File: config.mk
export PLATFORM = sky130hd
export DESIGN_NAME = status_led_fault_indicator
export DESIGN_NICKNAME = d
export VERILOG_FILES = /design/src/rtl/status_led_pkg.sv /design/src/rtl/status_led_fault_indicator.sv
export SDC_FILE = /design/constraint.sdc
export NUM_CORES = 1
export LEC_CHECK = 0
export BUFFER_PORTS_ARGS = -buffer_cell sky130_fd_sc_hd__buf_2
export CORE_MARGIN = 4
export CORE_UTILIZATION = 40
export CTS_CLUSTER_SIZE = 40
export DETAILED_ROUTE_END_ITERATION = 10
export MAX_ROUTING_LAYER = met4
export PLACE_DENSITY = 0.66
export SLEW_MARGIN = 20
export SYNTH_ARGS = -nofsm -noshare
export SYNTH_HDL_FRONTEND = slang
export SYNTH_SLANG_ARGS = --single-unit
File: constraint.sdc
create_clock -name i_clock -period 8.77 [get_ports i_clock]
set_input_delay 0.4385 -clock i_clock [delete_from_list [all_inputs] [get_ports i_clock]]
set_output_delay 0.4385 -clock i_clock [all_outputs]
set_load 0.005 [all_outputs]
File: src/rtl/status_led_pkg.sv
// Constants, register map and state type for the status LED fault indicator.
// Assumes a single 20 MHz system clock; all times are turned into cycle counts here.
package status_led_pkg;

	// Clock and derived cycle counts
	localparam int CLOCK_HZ     = 20_000_000;
	localparam int CYC_PER_MS   = CLOCK_HZ / 1000;
	localparam int FLASH_ON_MS  = 250;
	localparam int FLASH_OFF_MS = 250;
	localparam int GAP_MS       = 1500;
	localparam int SLOW_HALF_MS = 500;
	localparam int DMX_LOSS_MS  = 1000;
	localparam int OC_HOLD_MS   = 2000;
	localparam int FLASH_ON_CYC  = FLASH_ON_MS * CYC_PER_MS;
	localparam int FLASH_OFF_CYC = FLASH_OFF_MS * CYC_PER_MS;
	localparam int GAP_CYC       = GAP_MS * CYC_PER_MS;
	localparam int SLOW_HALF_CYC = SLOW_HALF_MS * CYC_PER_MS;
	localparam int DMX_LOSS_CYC  = DMX_LOSS_MS * CYC_PER_MS;
	localparam int OC_HOLD_CYC   = OC_HOLD_MS * CYC_PER_MS;

	// Widths
	localparam int NUM_CODES = 11;
	localparam int CODE_W    = 4;
	localparam int LIMIT_W   = 4;
	localparam int MOTORS    = 3;
	localparam int ADDR_W    = 8;
	localparam int DATA_W    = 32;
	localparam int TIMER_W   = 32;

	// Firmware version shown at power-up as a count of green flashes
	localparam logic [7:0] SW_VERSION = 8'h03;

	// Fault codes, one flash group length each
	localparam logic [CODE_W-1:0] CODE_NONE       = 4'h0;
	localparam logic [CODE_W-1:0] CODE_PAN_LIMIT  = 4'h1;
	localparam logic [CODE_W-1:0] CODE_TILT_LIMIT = 4'h2;
	localparam logic [CODE_W-1:0] CODE_PAN_OC     = 4'h3;
	localparam logic [CODE_W-1:0] CODE_TILT_OC    = 4'h4;
	localparam logic [CODE_W-1:0] CODE_FOCUS_OC   = 4'h5;
	localparam logic [CODE_W-1:0] CODE_BUS_OC     = 4'h6;
	localparam logic [CODE_W-1:0] CODE_HEATER_OC  = 4'h7;
	localparam logic [CODE_W-1:0] CODE_LIMIT_ERR  = 4'h8;
	localparam logic [CODE_W-1:0] CODE_DATUM      = 4'h9;
	localparam logic [CODE_W-1:0] CODE_PRODUCT    = 4'hA;
	localparam logic [CODE_W-1:0] CODE_SUPPLY     = 4'hB;

	// Limit input bit positions
	localparam int LIM_PAN_CW  = 0;
	localparam int LIM_PAN_CCW = 1;
	localparam int LIM_TILT_UP = 2;
	localparam int LIM_TILT_DN = 3;

	// Register offsets (byte addresses)
	localparam logic [ADDR_W-1:0] OFS_IRQ_STATUS = 8'h00;
	localparam logic [ADDR_W-1:0] OFS_IRQ_MASK   = 8'h04;
	localparam logic [ADDR_W-1:0] OFS_FAULTS     = 8'h08;
	localparam logic [ADDR_W-1:0] OFS_LIMIT_USE  = 8'h0C;
	localparam logic [ADDR_W-1:0] OFS_INFO       = 8'h10;

	// Reset values and info field positions
	localparam logic [LIMIT_W-1:0]   LIMIT_USE_RST = 4'hF;
	localparam logic [NUM_CODES-1:0] IRQ_MASK_RST  = 11'h000;
	localparam int INFO_CODE_LSB = 8;
	localparam int INFO_MODE_BIT = 12;
	localparam int INFO_GRN_BIT  = 13;
	localparam int INFO_RED_BIT  = 14;

	typedef enum {ST_VER_ON, ST_VER_OFF, ST_NORMAL, ST_FAULT_ON, ST_FAULT_OFF, ST_GAP} led_state_t;

endpackage

File: src/rtl/status_led_fault_indicator.sv
// Two-colour status LED driver with fault flash codes and output trips.
// Assumes all inputs are synchronous to i_clock and strobes are one cycle long.
//
// What this block does
// RQ1 - Flash green version count after power-up
// RQ2 - Panel-bus mode, no fault: steady green
// RQ3 - Panel-bus data strobe blanks green briefly
// RQ4 - Continuous panel-bus data gives slow flash
// RQ5 - DMX mode with data: slow green flash
// RQ6 - DMX mode without data: steady green
// RQ7 - Faults override green, flash red code
// RQ8 - Multiple faults: groups in turn, dark gaps
// RQ9 - Codes one/two: pan/tilt limits reached
// RQ10 - Codes three-five: motor over-current, timed disable
// RQ11 - Over-current held until condition clears
// RQ12 - Code six: bus supply trips until power-cycle
// RQ13 - Code seven: heater trips until power-cycle
// RQ14 - Code eight: limit input unused by product
// RQ15 - Code nine: datum routine failed
// RQ16 - Code ten: product type invalid
// RQ17 - Code eleven: supply outside window
// RQ18 - Sequence repeats; timings are cycle parameters
// RQ19 - Finish current group before resuming green
//
// The implementer's own choices: the address-and-strobe port and the placing of the registers.
`timescale 1ns/1ns

module status_led_fault_indicator #(
	parameter int unsigned FLASH_ON_CYC  = status_led_pkg::FLASH_ON_CYC,
	parameter int unsigned FLASH_OFF_CYC = status_led_pkg::FLASH_OFF_CYC,
	parameter int unsigned GAP_CYC       = status_led_pkg::GAP_CYC,
	parameter int unsigned SLOW_HALF_CYC = status_led_pkg::SLOW_HALF_CYC,
	parameter int unsigned DMX_LOSS_CYC  = status_led_pkg::DMX_LOSS_CYC,
	parameter int unsigned OC_HOLD_CYC   = status_led_pkg::OC_HOLD_CYC
) (
	// Clock and reset
	input  wire logic                                  i_clock,
	input  wire logic                                  i_rst_n,
	// Operating mode and data activity
	input  wire logic                                  i_dmx_mode,
	input  wire logic                                  i_bus_data_valid,
	input  wire logic                                  i_dmx_data_valid,
	// Fault sensing
	input  wire logic [status_led_pkg::LIMIT_W-1:0]    i_limit_sw,
	input  wire logic                                  i_pan_var_limit,
	input  wire logic                                  i_tilt_var_limit,
	input  wire logic [status_led_pkg::MOTORS-1:0]     i_motor_oc,
	input  wire logic                                  i_bus_supply_oc,
	input  wire logic                                  i_heater_oc,
	input  wire logic                                  i_datum_fail,
	input  wire logic                                  i_product_bad,
	input  wire logic                                  i_supply_bad,
	// Register port
	input  wire logic [status_led_pkg::ADDR_W-1:0]     i_addr,
	input  wire logic [status_led_pkg::DATA_W-1:0]     i_wdata,
	input  wire logic                                  i_wr,
	input  wire logic                                  i_rd,
	output logic      [status_led_pkg::DATA_W-1:0]     o_rdata,
	// LED, power and interrupt outputs
	output logic                                       o_led_green,
	output logic                                       o_led_red,
	output logic      [status_led_pkg::MOTORS-1:0]     o_motor_en,
	output logic                                       o_bus_supply_en,
	output logic                                       o_heater_en,
	output logic                                       o_irq
);

	localparam int TW = status_led_pkg::TIMER_W;
	localparam int NC = status_led_pkg::NUM_CODES;
	localparam int CW = status_led_pkg::CODE_W;
	localparam logic [TW-1:0] ON_LAST   = TW'(FLASH_ON_CYC - 1);
	localparam logic [TW-1:0] OFF_LAST  = TW'(FLASH_OFF_CYC - 1);
	localparam logic [TW-1:0] GAP_LAST  = TW'(GAP_CYC - 1);
	localparam logic [TW-1:0] SLOW_LAST = TW'(SLOW_HALF_CYC - 1);
	localparam logic [TW-1:0] SLOW_HALF = TW'(SLOW_HALF_CYC);
	localparam logic [TW-1:0] ACT_LOAD  = TW'(2 * SLOW_HALF_CYC - 1);
	localparam logic [TW-1:0] DMX_LOAD  = TW'(DMX_LOSS_CYC);
	localparam logic [TW-1:0] OC_LOAD   = TW'(OC_HOLD_CYC);

	// Next active fault code after 'after', wrapping round to 'after' itself last; none gives zero
	function automatic logic [CW-1:0] next_fault(input logic [NC-1:0] vec,
		input logic [CW-1:0] after);
		int c;
		next_fault = status_led_pkg::CODE_NONE;
		for (int k = NC; k >= 1; k--) begin
			c = ((int'(after) + k - 1) % NC) + 1;
			if (vec[c-1]) begin
				next_fault = CW'(c);
			end
		end
	endfunction

	status_led_pkg::led_state_t state;
	logic [TW-1:0]              timer;
	logic [7:0]                 flash_cnt;
	logic [CW-1:0]              code;
	logic [NC-1:0]              fault_q;
	logic [NC-1:0]              fault_d;
	logic [NC-1:0]              irq_status;
	logic [NC-1:0]              irq_mask;
	logic [status_led_pkg::LIMIT_W-1:0] limit_use;
	logic [status_led_pkg::MOTORS-1:0]  oc_flag;
	logic                       bus_trip;
	logic                       heater_trip;
	logic [TW-1:0]              act_cnt;
	logic [TW-1:0]              dmx_cnt;
	logic [TW-1:0]              slow_cnt;
	logic                       slow_phase;
	logic                       normal_green;
	logic                       fault_any;
	logic                       wr_status;

	// Per-motor over-current: drive off for a hold time, flag kept while condition lasts
	generate
		for (genvar m = 0; m < status_led_pkg::MOTORS; m++) begin : g_motor
			logic [TW-1:0] hold;
			always_ff @(posedge i_clock or negedge i_rst_n) begin
				if (!i_rst_n) begin
					hold          <= '0;
					oc_flag[m]    <= 1'b0;
					o_motor_en[m] <= 1'b0;
				end else begin
					if (i_motor_oc[m]) begin
						hold <= OC_LOAD; // [RQ10]
					end else if (hold != '0) begin
						hold <= hold - 1'b1;
					end
					// Indication clears only once the condition and hold are both gone
					oc_flag[m]    <= i_motor_oc[m] || (oc_flag[m] && hold != '0); // [RQ11]
					o_motor_en[m] <= !i_motor_oc[m] && hold == '0; // [RQ10]
				end
			end
		end
	endgenerate

	// Supply and heater trips stay set until reset, i.e. power cycle
	always_ff @(posedge i_clock or negedge i_rst_n) begin
		if (!i_rst_n) begin
			bus_trip        <= 1'b0;
			heater_trip     <= 1'b0;
			o_bus_supply_en <= 1'b0;
			o_heater_en     <= 1'b0;
		end else begin
			bus_trip        <= bus_trip || i_bus_supply_oc; // [RQ12]
			heater_trip     <= heater_trip || i_heater_oc; // [RQ13]
			o_bus_supply_en <= !bus_trip && !i_bus_supply_oc; // [RQ12]
			o_heater_en     <= !heater_trip && !i_heater_oc; // [RQ13]
		end
	end

	// Fault vector, one bit per code; registered so the sequencer sees stable flags
	always_ff @(posedge i_clock or negedge i_rst_n) begin
		if (!i_rst_n) begin
			fault_q <= '0;
			fault_d <= '0;
		end else begin
			fault_d <= fault_q;
			fault_q[status_led_pkg::CODE_PAN_LIMIT-1]  <= i_limit_sw[status_led_pkg::LIM_PAN_CW]
				|| i_limit_sw[status_led_pkg::LIM_PAN_CCW] || i_pan_var_limit; // [RQ9]
			fault_q[status_led_pkg::CODE_TILT_LIMIT-1] <= i_limit_sw[status_led_pkg::LIM_TILT_UP]
				|| i_limit_sw[status_led_pkg::LIM_TILT_DN] || i_tilt_var_limit; // [RQ9]
			fault_q[status_led_pkg::CODE_PAN_OC-1]     <= oc_flag[0]; // [RQ10]
			fault_q[status_led_pkg::CODE_TILT_OC-1]    <= oc_flag[1]; // [RQ10]
			fault_q[status_led_pkg::CODE_FOCUS_OC-1]   <= oc_flag[2]; // [RQ10]
			fault_q[status_led_pkg::CODE_BUS_OC-1]     <= bus_trip; // [RQ12]
			fault_q[status_led_pkg::CODE_HEATER_OC-1]  <= heater_trip; // [RQ13]
			fault_q[status_led_pkg::CODE_LIMIT_ERR-1]  <= |(i_limit_sw & ~limit_use); // [RQ14]
			fault_q[status_led_pkg::CODE_DATUM-1]      <= i_datum_fail; // [RQ15]
			fault_q[status_led_pkg::CODE_PRODUCT-1]    <= i_product_bad; // [RQ16]
			fault_q[status_led_pkg::CODE_SUPPLY-1]     <= i_supply_bad; // [RQ17]
		end
	end

	assign fault_any = |fault_q;

	// Panel-bus activity: blank half a slow period, then a guard half that ignores
	// strobes, so back-to-back data turns into a slow flash instead of steady dark
	always_ff @(posedge i_clock or negedge i_rst_n) begin
		if (!i_rst_n) begin
			act_cnt <= '0;
		end else if (act_cnt != '0) begin
			act_cnt <= act_cnt - 1'b1;
		end else if (i_bus_data_valid && !i_dmx_mode) begin
			act_cnt <= ACT_LOAD; // [RQ3] [RQ4]
		end
	end

	// DMX presence timeout and free-running slow flash phase
	always_ff @(posedge i_clock or negedge i_rst_n) begin
		if (!i_rst_n) begin
			dmx_cnt    <= '0;
			slow_cnt   <= '0;
			slow_phase <= 1'b1;
		end else begin
			if (i_dmx_data_valid) begin
				dmx_cnt <= DMX_LOAD;
			end else if (dmx_cnt != '0) begin
				dmx_cnt <= dmx_cnt - 1'b1;
			end
			if (slow_cnt == SLOW_LAST) begin
				slow_cnt   <= '0;
				slow_phase <= !slow_phase;
			end else begin
				slow_cnt <= slow_cnt + 1'b1;
			end
		end
	end

	// Green level for normal indication in the current mode
	always_comb begin
		if (i_dmx_mode) begin
			normal_green = (dmx_cnt != '0) ? slow_phase : 1'b1; // [RQ5] [RQ6]
		end else begin
			normal_green = !(act_cnt >= SLOW_HALF); // [RQ2] [RQ3]
		end
	end

	// Flash sequencer: version count, then normal or fault groups
	always_ff @(posedge i_clock or negedge i_rst_n) begin
		if (!i_rst_n) begin
			state     <= status_led_pkg::ST_VER_ON;
			timer     <= '0;
			flash_cnt <= '0;
			code      <= status_led_pkg::CODE_NONE;
		end else begin
			unique case (state)
				status_led_pkg::ST_VER_ON: begin
					if (status_led_pkg::SW_VERSION == 8'h00) begin
						state <= status_led_pkg::ST_NORMAL;
					end else if (timer == ON_LAST) begin
						timer     <= '0;
						flash_cnt <= flash_cnt + 1'b1;
						state     <= status_led_pkg::ST_VER_OFF; // [RQ1]
					end else begin
						timer <= timer + 1'b1;
					end
				end
				status_led_pkg::ST_VER_OFF: begin
					if (timer == OFF_LAST) begin
						timer <= '0;
						if (flash_cnt == status_led_pkg::SW_VERSION) begin
							flash_cnt <= '0;
							state     <= status_led_pkg::ST_NORMAL; // [RQ1]
						end else begin
							state <= status_led_pkg::ST_VER_ON;
						end
					end else begin
						timer <= timer + 1'b1;
					end
				end
				status_led_pkg::ST_NORMAL: begin
					timer <= '0;
					if (fault_any) begin
						code      <= next_fault(fault_q, status_led_pkg::CODE_NONE); // [RQ7]
						flash_cnt <= '0;
						state     <= status_led_pkg::ST_FAULT_ON; // [RQ7]
					end
				end
				status_led_pkg::ST_FAULT_ON: begin
					if (timer == ON_LAST) begin
						timer     <= '0;
						flash_cnt <= flash_cnt + 1'b1;
						state     <= status_led_pkg::ST_FAULT_OFF;
					end else begin
						timer <= timer + 1'b1;
					end
				end
				status_led_pkg::ST_FAULT_OFF: begin
					if (timer == OFF_LAST) begin
						timer <= '0;
						// The group runs to its full count even if the fault has gone
						if (flash_cnt == 8'(code)) begin
							state <= status_led_pkg::ST_GAP; // [RQ7] [RQ8] [RQ19]
						end else begin
							state <= status_led_pkg::ST_FAULT_ON;
						end
					end else begin
						timer <= timer + 1'b1;
					end
				end
				status_led_pkg::ST_GAP: begin
					if (timer == GAP_LAST) begin
						timer     <= '0;
						flash_cnt <= '0;
						if (fault_any) begin
							code  <= next_fault(fault_q, code); // [RQ8] [RQ18]
							state <= status_led_pkg::ST_FAULT_ON;
						end else begin
							code  <= status_led_pkg::CODE_NONE;
							state <= status_led_pkg::ST_NORMAL; // [RQ19]
						end
					end else begin
						timer <= timer + 1'b1;
					end
				end
			endcase
		end
	end

	// LED drive; red and green never lit together
	always_ff @(posedge i_clock or negedge i_rst_n) begin
		if (!i_rst_n) begin
			o_led_green <= 1'b0;
			o_led_red   <= 1'b0;
		end else begin
			o_led_green <= (state == status_led_pkg::ST_VER_ON)
				|| (state == status_led_pkg::ST_NORMAL && normal_green); // [RQ1] [RQ2]
			o_led_red   <= (state == status_led_pkg::ST_FAULT_ON); // [RQ7]
		end
	end

	assign wr_status = i_wr && i_addr == status_led_pkg::OFS_IRQ_STATUS;

	// Interrupt status: a fault onset sets its bit; a written one clears, onset wins
	always_ff @(posedge i_clock or negedge i_rst_n) begin
		if (!i_rst_n) begin
			irq_status <= '0;
			irq_mask   <= status_led_pkg::IRQ_MASK_RST;
			limit_use  <= status_led_pkg::LIMIT_USE_RST;
			o_irq      <= 1'b0;
		end else begin
			irq_status <= (irq_status & ~(wr_status ? i_wdata[NC-1:0] : '0))
				| (fault_q & ~fault_d);
			if (i_wr && i_addr == status_led_pkg::OFS_IRQ_MASK) begin
				irq_mask <= i_wdata[NC-1:0];
			end
			if (i_wr && i_addr == status_led_pkg::OFS_LIMIT_USE) begin
				limit_use <= i_wdata[status_led_pkg::LIMIT_W-1:0]; // [RQ14]
			end
			o_irq <= |(irq_status & irq_mask);
		end
	end

	// Read data valid the cycle after the strobe; unmapped addresses read zero
	always_ff @(posedge i_clock or negedge i_rst_n) begin
		if (!i_rst_n) begin
			o_rdata <= '0;
		end else if (i_rd) begin
			o_rdata <= '0;
			case (i_addr)
				status_led_pkg::OFS_IRQ_STATUS: o_rdata[NC-1:0] <= irq_status;
				status_led_pkg::OFS_IRQ_MASK:   o_rdata[NC-1:0] <= irq_mask;
				status_led_pkg::OFS_FAULTS:     o_rdata[NC-1:0] <= fault_q;
				status_led_pkg::OFS_LIMIT_USE: begin
					o_rdata[status_led_pkg::LIMIT_W-1:0] <= limit_use;
				end
				status_led_pkg::OFS_INFO: begin
					o_rdata[7:0] <= status_led_pkg::SW_VERSION;
					o_rdata[status_led_pkg::INFO_CODE_LSB +: CW] <= code;
					o_rdata[status_led_pkg::INFO_MODE_BIT] <= i_dmx_mode;
					o_rdata[status_led_pkg::INFO_GRN_BIT]  <= o_led_green;
					o_rdata[status_led_pkg::INFO_RED_BIT]  <= o_led_red;
				end
				default: o_rdata <= '0;
			endcase
		end else begin
			o_rdata <= '0;
		end
	end
endmodule // status_led_fault_indicator

==> metrics.cfg, run 1 <==
[yosys]
avgSynthCellArea_um2=9.09
async_reset_ff_frac=1.00
ys_ff_latch=316
synthCells=2346
ys_seq_area_frac=0.371
synth_edf_count=0
syn-cell-area_um2=21300
synth_flop_cell=dfrtp_1
ys_types=140
ys_warn_count=0

[global_route]
grt_usage=0.190
grt_pass1_wl_um=88200
grt_max_degree=126
grt_overflow_total=0
antenna_found_initial=1
grt_pass1_vias=17244

[sta]
setup_tns_ps=0
slew_headroom=0.351
fmax_ghz=0.155
skew_ps=38.1
final-hold-violation-count=9
period_share=0.736
worstMarginPinSlew_ps=973
drv_slew=0
whs_ps=-6.93
rsz0062_at_grt=false
period_minus_slack_ps=6460
setup_viol=0

[status]
failed_checks=hold timing
status=complete, but fails checks

[flow_run]
cap_violations=0

[placement]
placed_cell_area_um2=22100
portBuffers=62
hpwl_um=37200
gp_congestion=0.922
place_inst=3022

[floorplanning]
die_area_um2=57100
core_um2=52700
die_h_um=239
start_util=0.405
die_w_um=239
ioPinCount=101
rows=84

[cells_and_area]
postLayoutCellArea_um2=23400
final_cell_mix=dfrtp_1 (309), nor2_1 (270), nand2_1 (194), xnor2_1 (113), nor3_1 (109)
layoutNonFillerInstCount=3090
drive_above_1_share=0.132
synthToLayoutAreaGrowth_pct=9.69
final_core_util=0.444
diodes=0
final_common_cell=dfrtp_1
nNetsFinal=2493

[pwr]
p_leak_uw=0.00976
power_uw=3550
peakVddDrop_mv=0.153
p_per_area_nw_per_um2=152

[hold_path]
hp-class=input port to async pin

[worst_setup_path]
crit_start=code[0]$_DFFE_PN0P_
cp_max_fo=19
r2r_cells=19
worstReg2RegStart=code[0]$_DFFE_PN0P_
worst-path-buf-inv=3
end_kind=register
crit_cells=19
critPathKind=register to register
worstPathArrival_ps=6950
crit_family=compound AO/OA/AOI/OAI gates
rrSetupSlack_ps=2310
rr_endpoint=code[1]$_DFFE_PN0P_
slowest_stage=o32ai_2
worst_ep_required_time_ps=9270
crit_path_max_incr_delay_ps=700
startpoint_type=register
crit_top_cell=ha_1
path_cells=inv_2 > ha_1 > buf_4 > ha_1 > nor4_1 > o32ai_2 > a211oi_2 > a2111oi_4 > inv_2 > ha_1 > or3_1 > o311a_1 > a21oi_1 > a21boi_1 > nor2_1 > o221ai_2 > mux2_1 > o31ai_1 > a31o_1

[clock_network]
cts.clk_slew.worst_paths_ps=60
postCtsResizedCells=0
cts_root_buffer=clkbuf_16
cts_buffer_depth=3
htree_levels=2
postCtsSetupBuffers=0
cts_made_buffers=37
cts.sinks=316
cts_tree=done
clk_latency_ps=560

[drt]
dr.pass1.iters=5
detail_route.wirelength_um=53500
via_per_inst=5.72
drc=0
drt.antenna.violating_nets=0
drt_iter0_markers=1298
via_count=17660
wl_per_cell_um=17.3

-- worst register-to-register path, cell delays in order, from the launching register on --
cell and delay (ps):
dfrtp_2 620, inv_2 70, ha_1 650, buf_4 320, ha_1 370, nor4_1 120
o32ai_2 700, a211oi_2 200, a2111oi_4 500, inv_2 150, ha_1 300, or3_1 320
o311a_1 310, a21oi_1 170, a21boi_1 260, nor2_1 90, o221ai_2 500, mux2_1 380
o31ai_1 240, a31o_1 140
-- metal layers --
layer  GRT usage  wire [µm]  share of wire
met1       0.251      23500           0.44
met2       0.302      25100           0.47
met3      0.0293       3150          0.059
met4      0.0609       1680          0.031
met5           -          0              0
-- cell type report --
type                    count  area [µm²]
well taps                 688         861
inverters                  88         333
fillers                  4994       29300
clock buffers              53        1090
flip-flops and latches    316        7920
multi-input cells        1848       12600
clock inverters            12         134
repair buffers             85         500
-- where the power goes --
| group | internal, µW | switching, µW |
|---|---|---|
| clock network | 924 | 614 |
| registers | 1550 | 98.1 |
| logic | 144 | 220 |
-- synth_stat cells (9+ instances only) --
master / number / share of area
nand2_1: 194 / 0.034
and2_1: 23 / 0.0067
mux2_2: 23 / 0.012
nand3_1: 80 / 0.019
ha_1: 56 / 0.033
a31oi_1: 17 / 0.0050
nor2b_1: 24 / 0.0070
o21ai_0: 105 / 0.025
o21ai_1: 10 / 0.0023
xnor2_2: 11 / 0.0084
nor2_1: 271 / 0.048
o211ai_1: 21 / 0.0074
mux4_2: 17 / 0.018
dfrtp_1: 311 / 0.36
clkbuf_1: 51 / 0.0090
or2_2: 15 / 0.0044
xnor2_1: 113 / 0.046
and3_1: 24 / 0.0070
inv_1: 74 / 0.013
nand2b_1: 42 / 0.012
nand4_1: 28 / 0.0082
or3_1: 41 / 0.012
buf_4: 26 / 0.0092
nor4_1: 46 / 0.013
a22oi_1: 11 / 0.0039
buf_2: 19 / 0.0045
a211oi_1: 15 / 0.0053
xor2_1: 84 / 0.034
nor3_1: 109 / 0.026
mux2i_1: 47 / 0.022
nand3b_1: 12 / 0.0042
or4_1: 13 / 0.0046
a21o_1: 16 / 0.0056
inv_2: 11 / 0.0019
o2111ai_1: 9 / 0.0037
a21oi_1: 94 / 0.022
-- metrics by stage --
step | hold slack [ps] | worst slack (ps)
floorplan | 143 | 2620
global route | 57.6 | 2030
detailed placement | 359 | 2510
finish | -6.93 | 2310
CTS | 19.1 | 2490
global placement | 358 | 2630
-- registers in the layout (all words and copies together), names as in the netlist, 4 cells and up --
| name | count |
|---|---|
| act_cnt | 32 |
| code | 4 |
| dmx_cnt | 32 |
| fault_d | 11 |
| fault_q | 11 |
| flash_cnt | 8 |
| g_motor.hold | 96 |
| irq_mask | 11 |
| irq_status | 11 |
| limit_use | 4 |
| o_rdata | 15 |
| slow_cnt | 32 |
| timer | 32 |
-- repair_timing --
| action | CTS | global route |
|---|---|---|
| hold buffers | 3 | 0 |
| hold endpoints to repair | 3 | 0 |
| endpoints found under the setup margin | 0 | 0 |
-- worst max path at each step --
stage / end / slack, ps
after floorplan: code[1]$_DFFE_PN0P_ / 2620
after global placement: code[1]$_DFFE_PN0P_ / 2630
after detailed placement: code[1]$_DFFE_PN0P_ / 2510
after CTS: code[1]$_DFFE_PN0P_ / 2490
after global routing: code[1]$_DFFE_PN0P_ / 2030
final: code[1]$_DFFE_PN0P_ / 2310
-- kinds of logic (layout without fill, tap and decap cells) --
logic type,count (synthesis),after routing,share of synthesized area
muxes,96,96,0.0582
adders and majority gates,57,57,0.0333
DFF,316,316,0.371
AOI/OAI and AO/OA,472,472,0.162
and+or+nand+nor,992,992,0.236
xor gates and xnor gates,214,214,0.0960
other,1,17,0.000176
buffers and inverters,198,238,0.0437
No activity file was read; power rests on OpenSTA's default activity.
==> run 2, diff against run 1 <==
- clock period: 8.77 -> 6.5 ns (I/O delays scaled with it)
==> run 2 against run 1 <==
The run now ends clean. Wire length is 0.80% higher. Die area stayed put. Via count is 1.6% higher. Setup slack worse by 1800 ps. Critical path type unchanged. Largest cell class unchanged. Highest routed layer unchanged.
==> metrics.cfg, run 2 (synthesized netlist as in run 1, its figures left out) <==
[drt]
wl_per_cell_um=17.3
dr.pass1.iters=5
via_count=17950
drt_iter0_markers=1431
drc=0
detail_route.wirelength_um=53900
drt.antenna.violating_nets=0
via_per_inst=5.76

[cells_and_area]
diodes=0
top_register=g_motor.hold
synthToLayoutAreaGrowth_pct=11.0
final_core_util=0.450
nNetsFinal=2519
final_common_cell=dfrtp_1
drive_above_1_share=0.139
largest_register_ffs=96
final_cell_mix=dfrtp_1 (309), nor2_1 (270), nand2_1 (194), xnor2_1 (113), nor3_1 (109)

[global_route]
grt_overflow_total=0
grt_pass1_wl_um=89600
antenna_found_initial=0
grt_pass1_vias=17375
grt_usage=0.193
grt_max_degree=168

[sta]
fmax_ghz=0.167
rsz0062_at_grt=false
setup_tns_ps=0
final-hold-violation-count=0
setup_viol=0
period_share=0.921
period_minus_slack_ps=5990
worstMarginPinSlew_ps=1020
slew_headroom=0.312
drv_slew=0
skew_ps=19.7

[floorplanning]
start_util=0.405
die_area_um2=57100
die_h_um=239
ioPinCount=101
rows=84
core_um2=52700
die_w_um=239

[placement]
gp_congestion=0.940
hpwl_um=37800
portBuffers=62

[clock_network]
cts.sinks=316
cts_root_buffer=clkbuf_16
cts_made_buffers=37
cts_tree=done
cts_buffer_depth=3
cts.clk_slew.worst_paths_ps=60
htree_levels=2
postCtsResizedCells=0
clk_latency_ps=550

[worst_setup_path]
cp_max_fo=11
critPathKind=register to register
startpoint_type=register
end_kind=register
crit_path_max_incr_delay_ps=600
worst-path-buf-inv=2
slowest_stage=dfrtp_1
crit_top_cell=ha_1
worstPathArrival_ps=6480
path_cells=inv_1 > ha_1 > nand2_1 > nand2_1 > ha_1 > nand2b_1 > o311ai_1 > nor2_1 > a2111oi_4 > inv_2 > ha_1 > or3_1 > o311a_1 > a21oi_1 > a21boi_1 > nor2_1 > o221ai_2 > mux2_1 > o31ai_1 > a31o_1
crit_family=compound AO/OA/AOI/OAI gates
worst_ep_required_time_ps=6990

[flow_run]
cap_violations=0

[hold_path]
hp-class=input port to register

[pwr]
p_leak_uw=0.00991
power_uw=4890
peakVddDrop_mv=0.170
p_per_area_nw_per_um2=207

[status]
status=completed

-- run 2: metal layers --
| layer | routed length (µm) | global-route usage | vias up |
|---|---|---|---|
| met5 | 0 | - | - |
| met3 | 3260 | 0.0272 | 92 |
| li1 | - | - | 8540 |
| met1 | 24000 | 0.260 | 8751 |
| met4 | 1330 | 0.0530 | 0 |
| met2 | 25300 | 0.306 | 567 |
-- run 2: what timing repair did --
item | 4_1_cts | 5_1_grt
hold endpoints to repair | 84 | 0
setup endpoints to repair | 0 | 0
buffers inserted | 0 | 0
hold buffers | 10 | 0
-- run 2: final timing paths --
| check | from | endpoint | slack, ps | cells past startpoint |
|---|---|---|---|---|
| max | code[1]$_DFFE_PN0P_ | code[1]$_DFFE_PN0P_ | 510 | 20 |
| min | i_wdata[6] | irq_mask[6]$_DFFE_PN0P_ | 30 | 2 |
| max reg2reg | code[1]$_DFFE_PN0P_ | code[1]$_DFFE_PN0P_ | 510 | 20 |
| min reg2reg | bus_trip$_DFF_PN0_ | fault_q[5]$_DFF_PN0_ | 380 | 0 |
| max in group asynchronous | i_rst_n | act_cnt[9]$_DFFE_PN0P_ | 4750 | 3 |
| min in group asynchronous | i_rst_n | g_motor[0].hold[17]$_DFFE_PN0N_ | 320 | 2 |
-- run 2: area by class of cell --
cell class                 instances  area (µm²)
sequential                       316        7920
clock inverter                    15         189
fill                            4968       29000
inverter                          88         333
tap                              688         861
timing repair buffer             111         726
multi-input combinational       1848       12600
clock buffer                      53        1090
-- run 2: where the power goes --
group          internal [µW]  total (µW)  leakage, µW  switching (µW)
clock                   1330        2170     0.000631             843
sequential              2090        2230      0.00396             134
combinational            196         489      0.00532             293
-- run 2: through the flow --
stage	setup WS, ps	instance area (µm²)	instances	hold slack, ps
detailed placement	704	22300	3041	331
global placement	785	22300	3041	334
finish	514	23700	3119	29.8
global route	136	23700	3119	22.7
CTS	685	23700	3119	1.30
floorplan	350	21400	2362	29.4
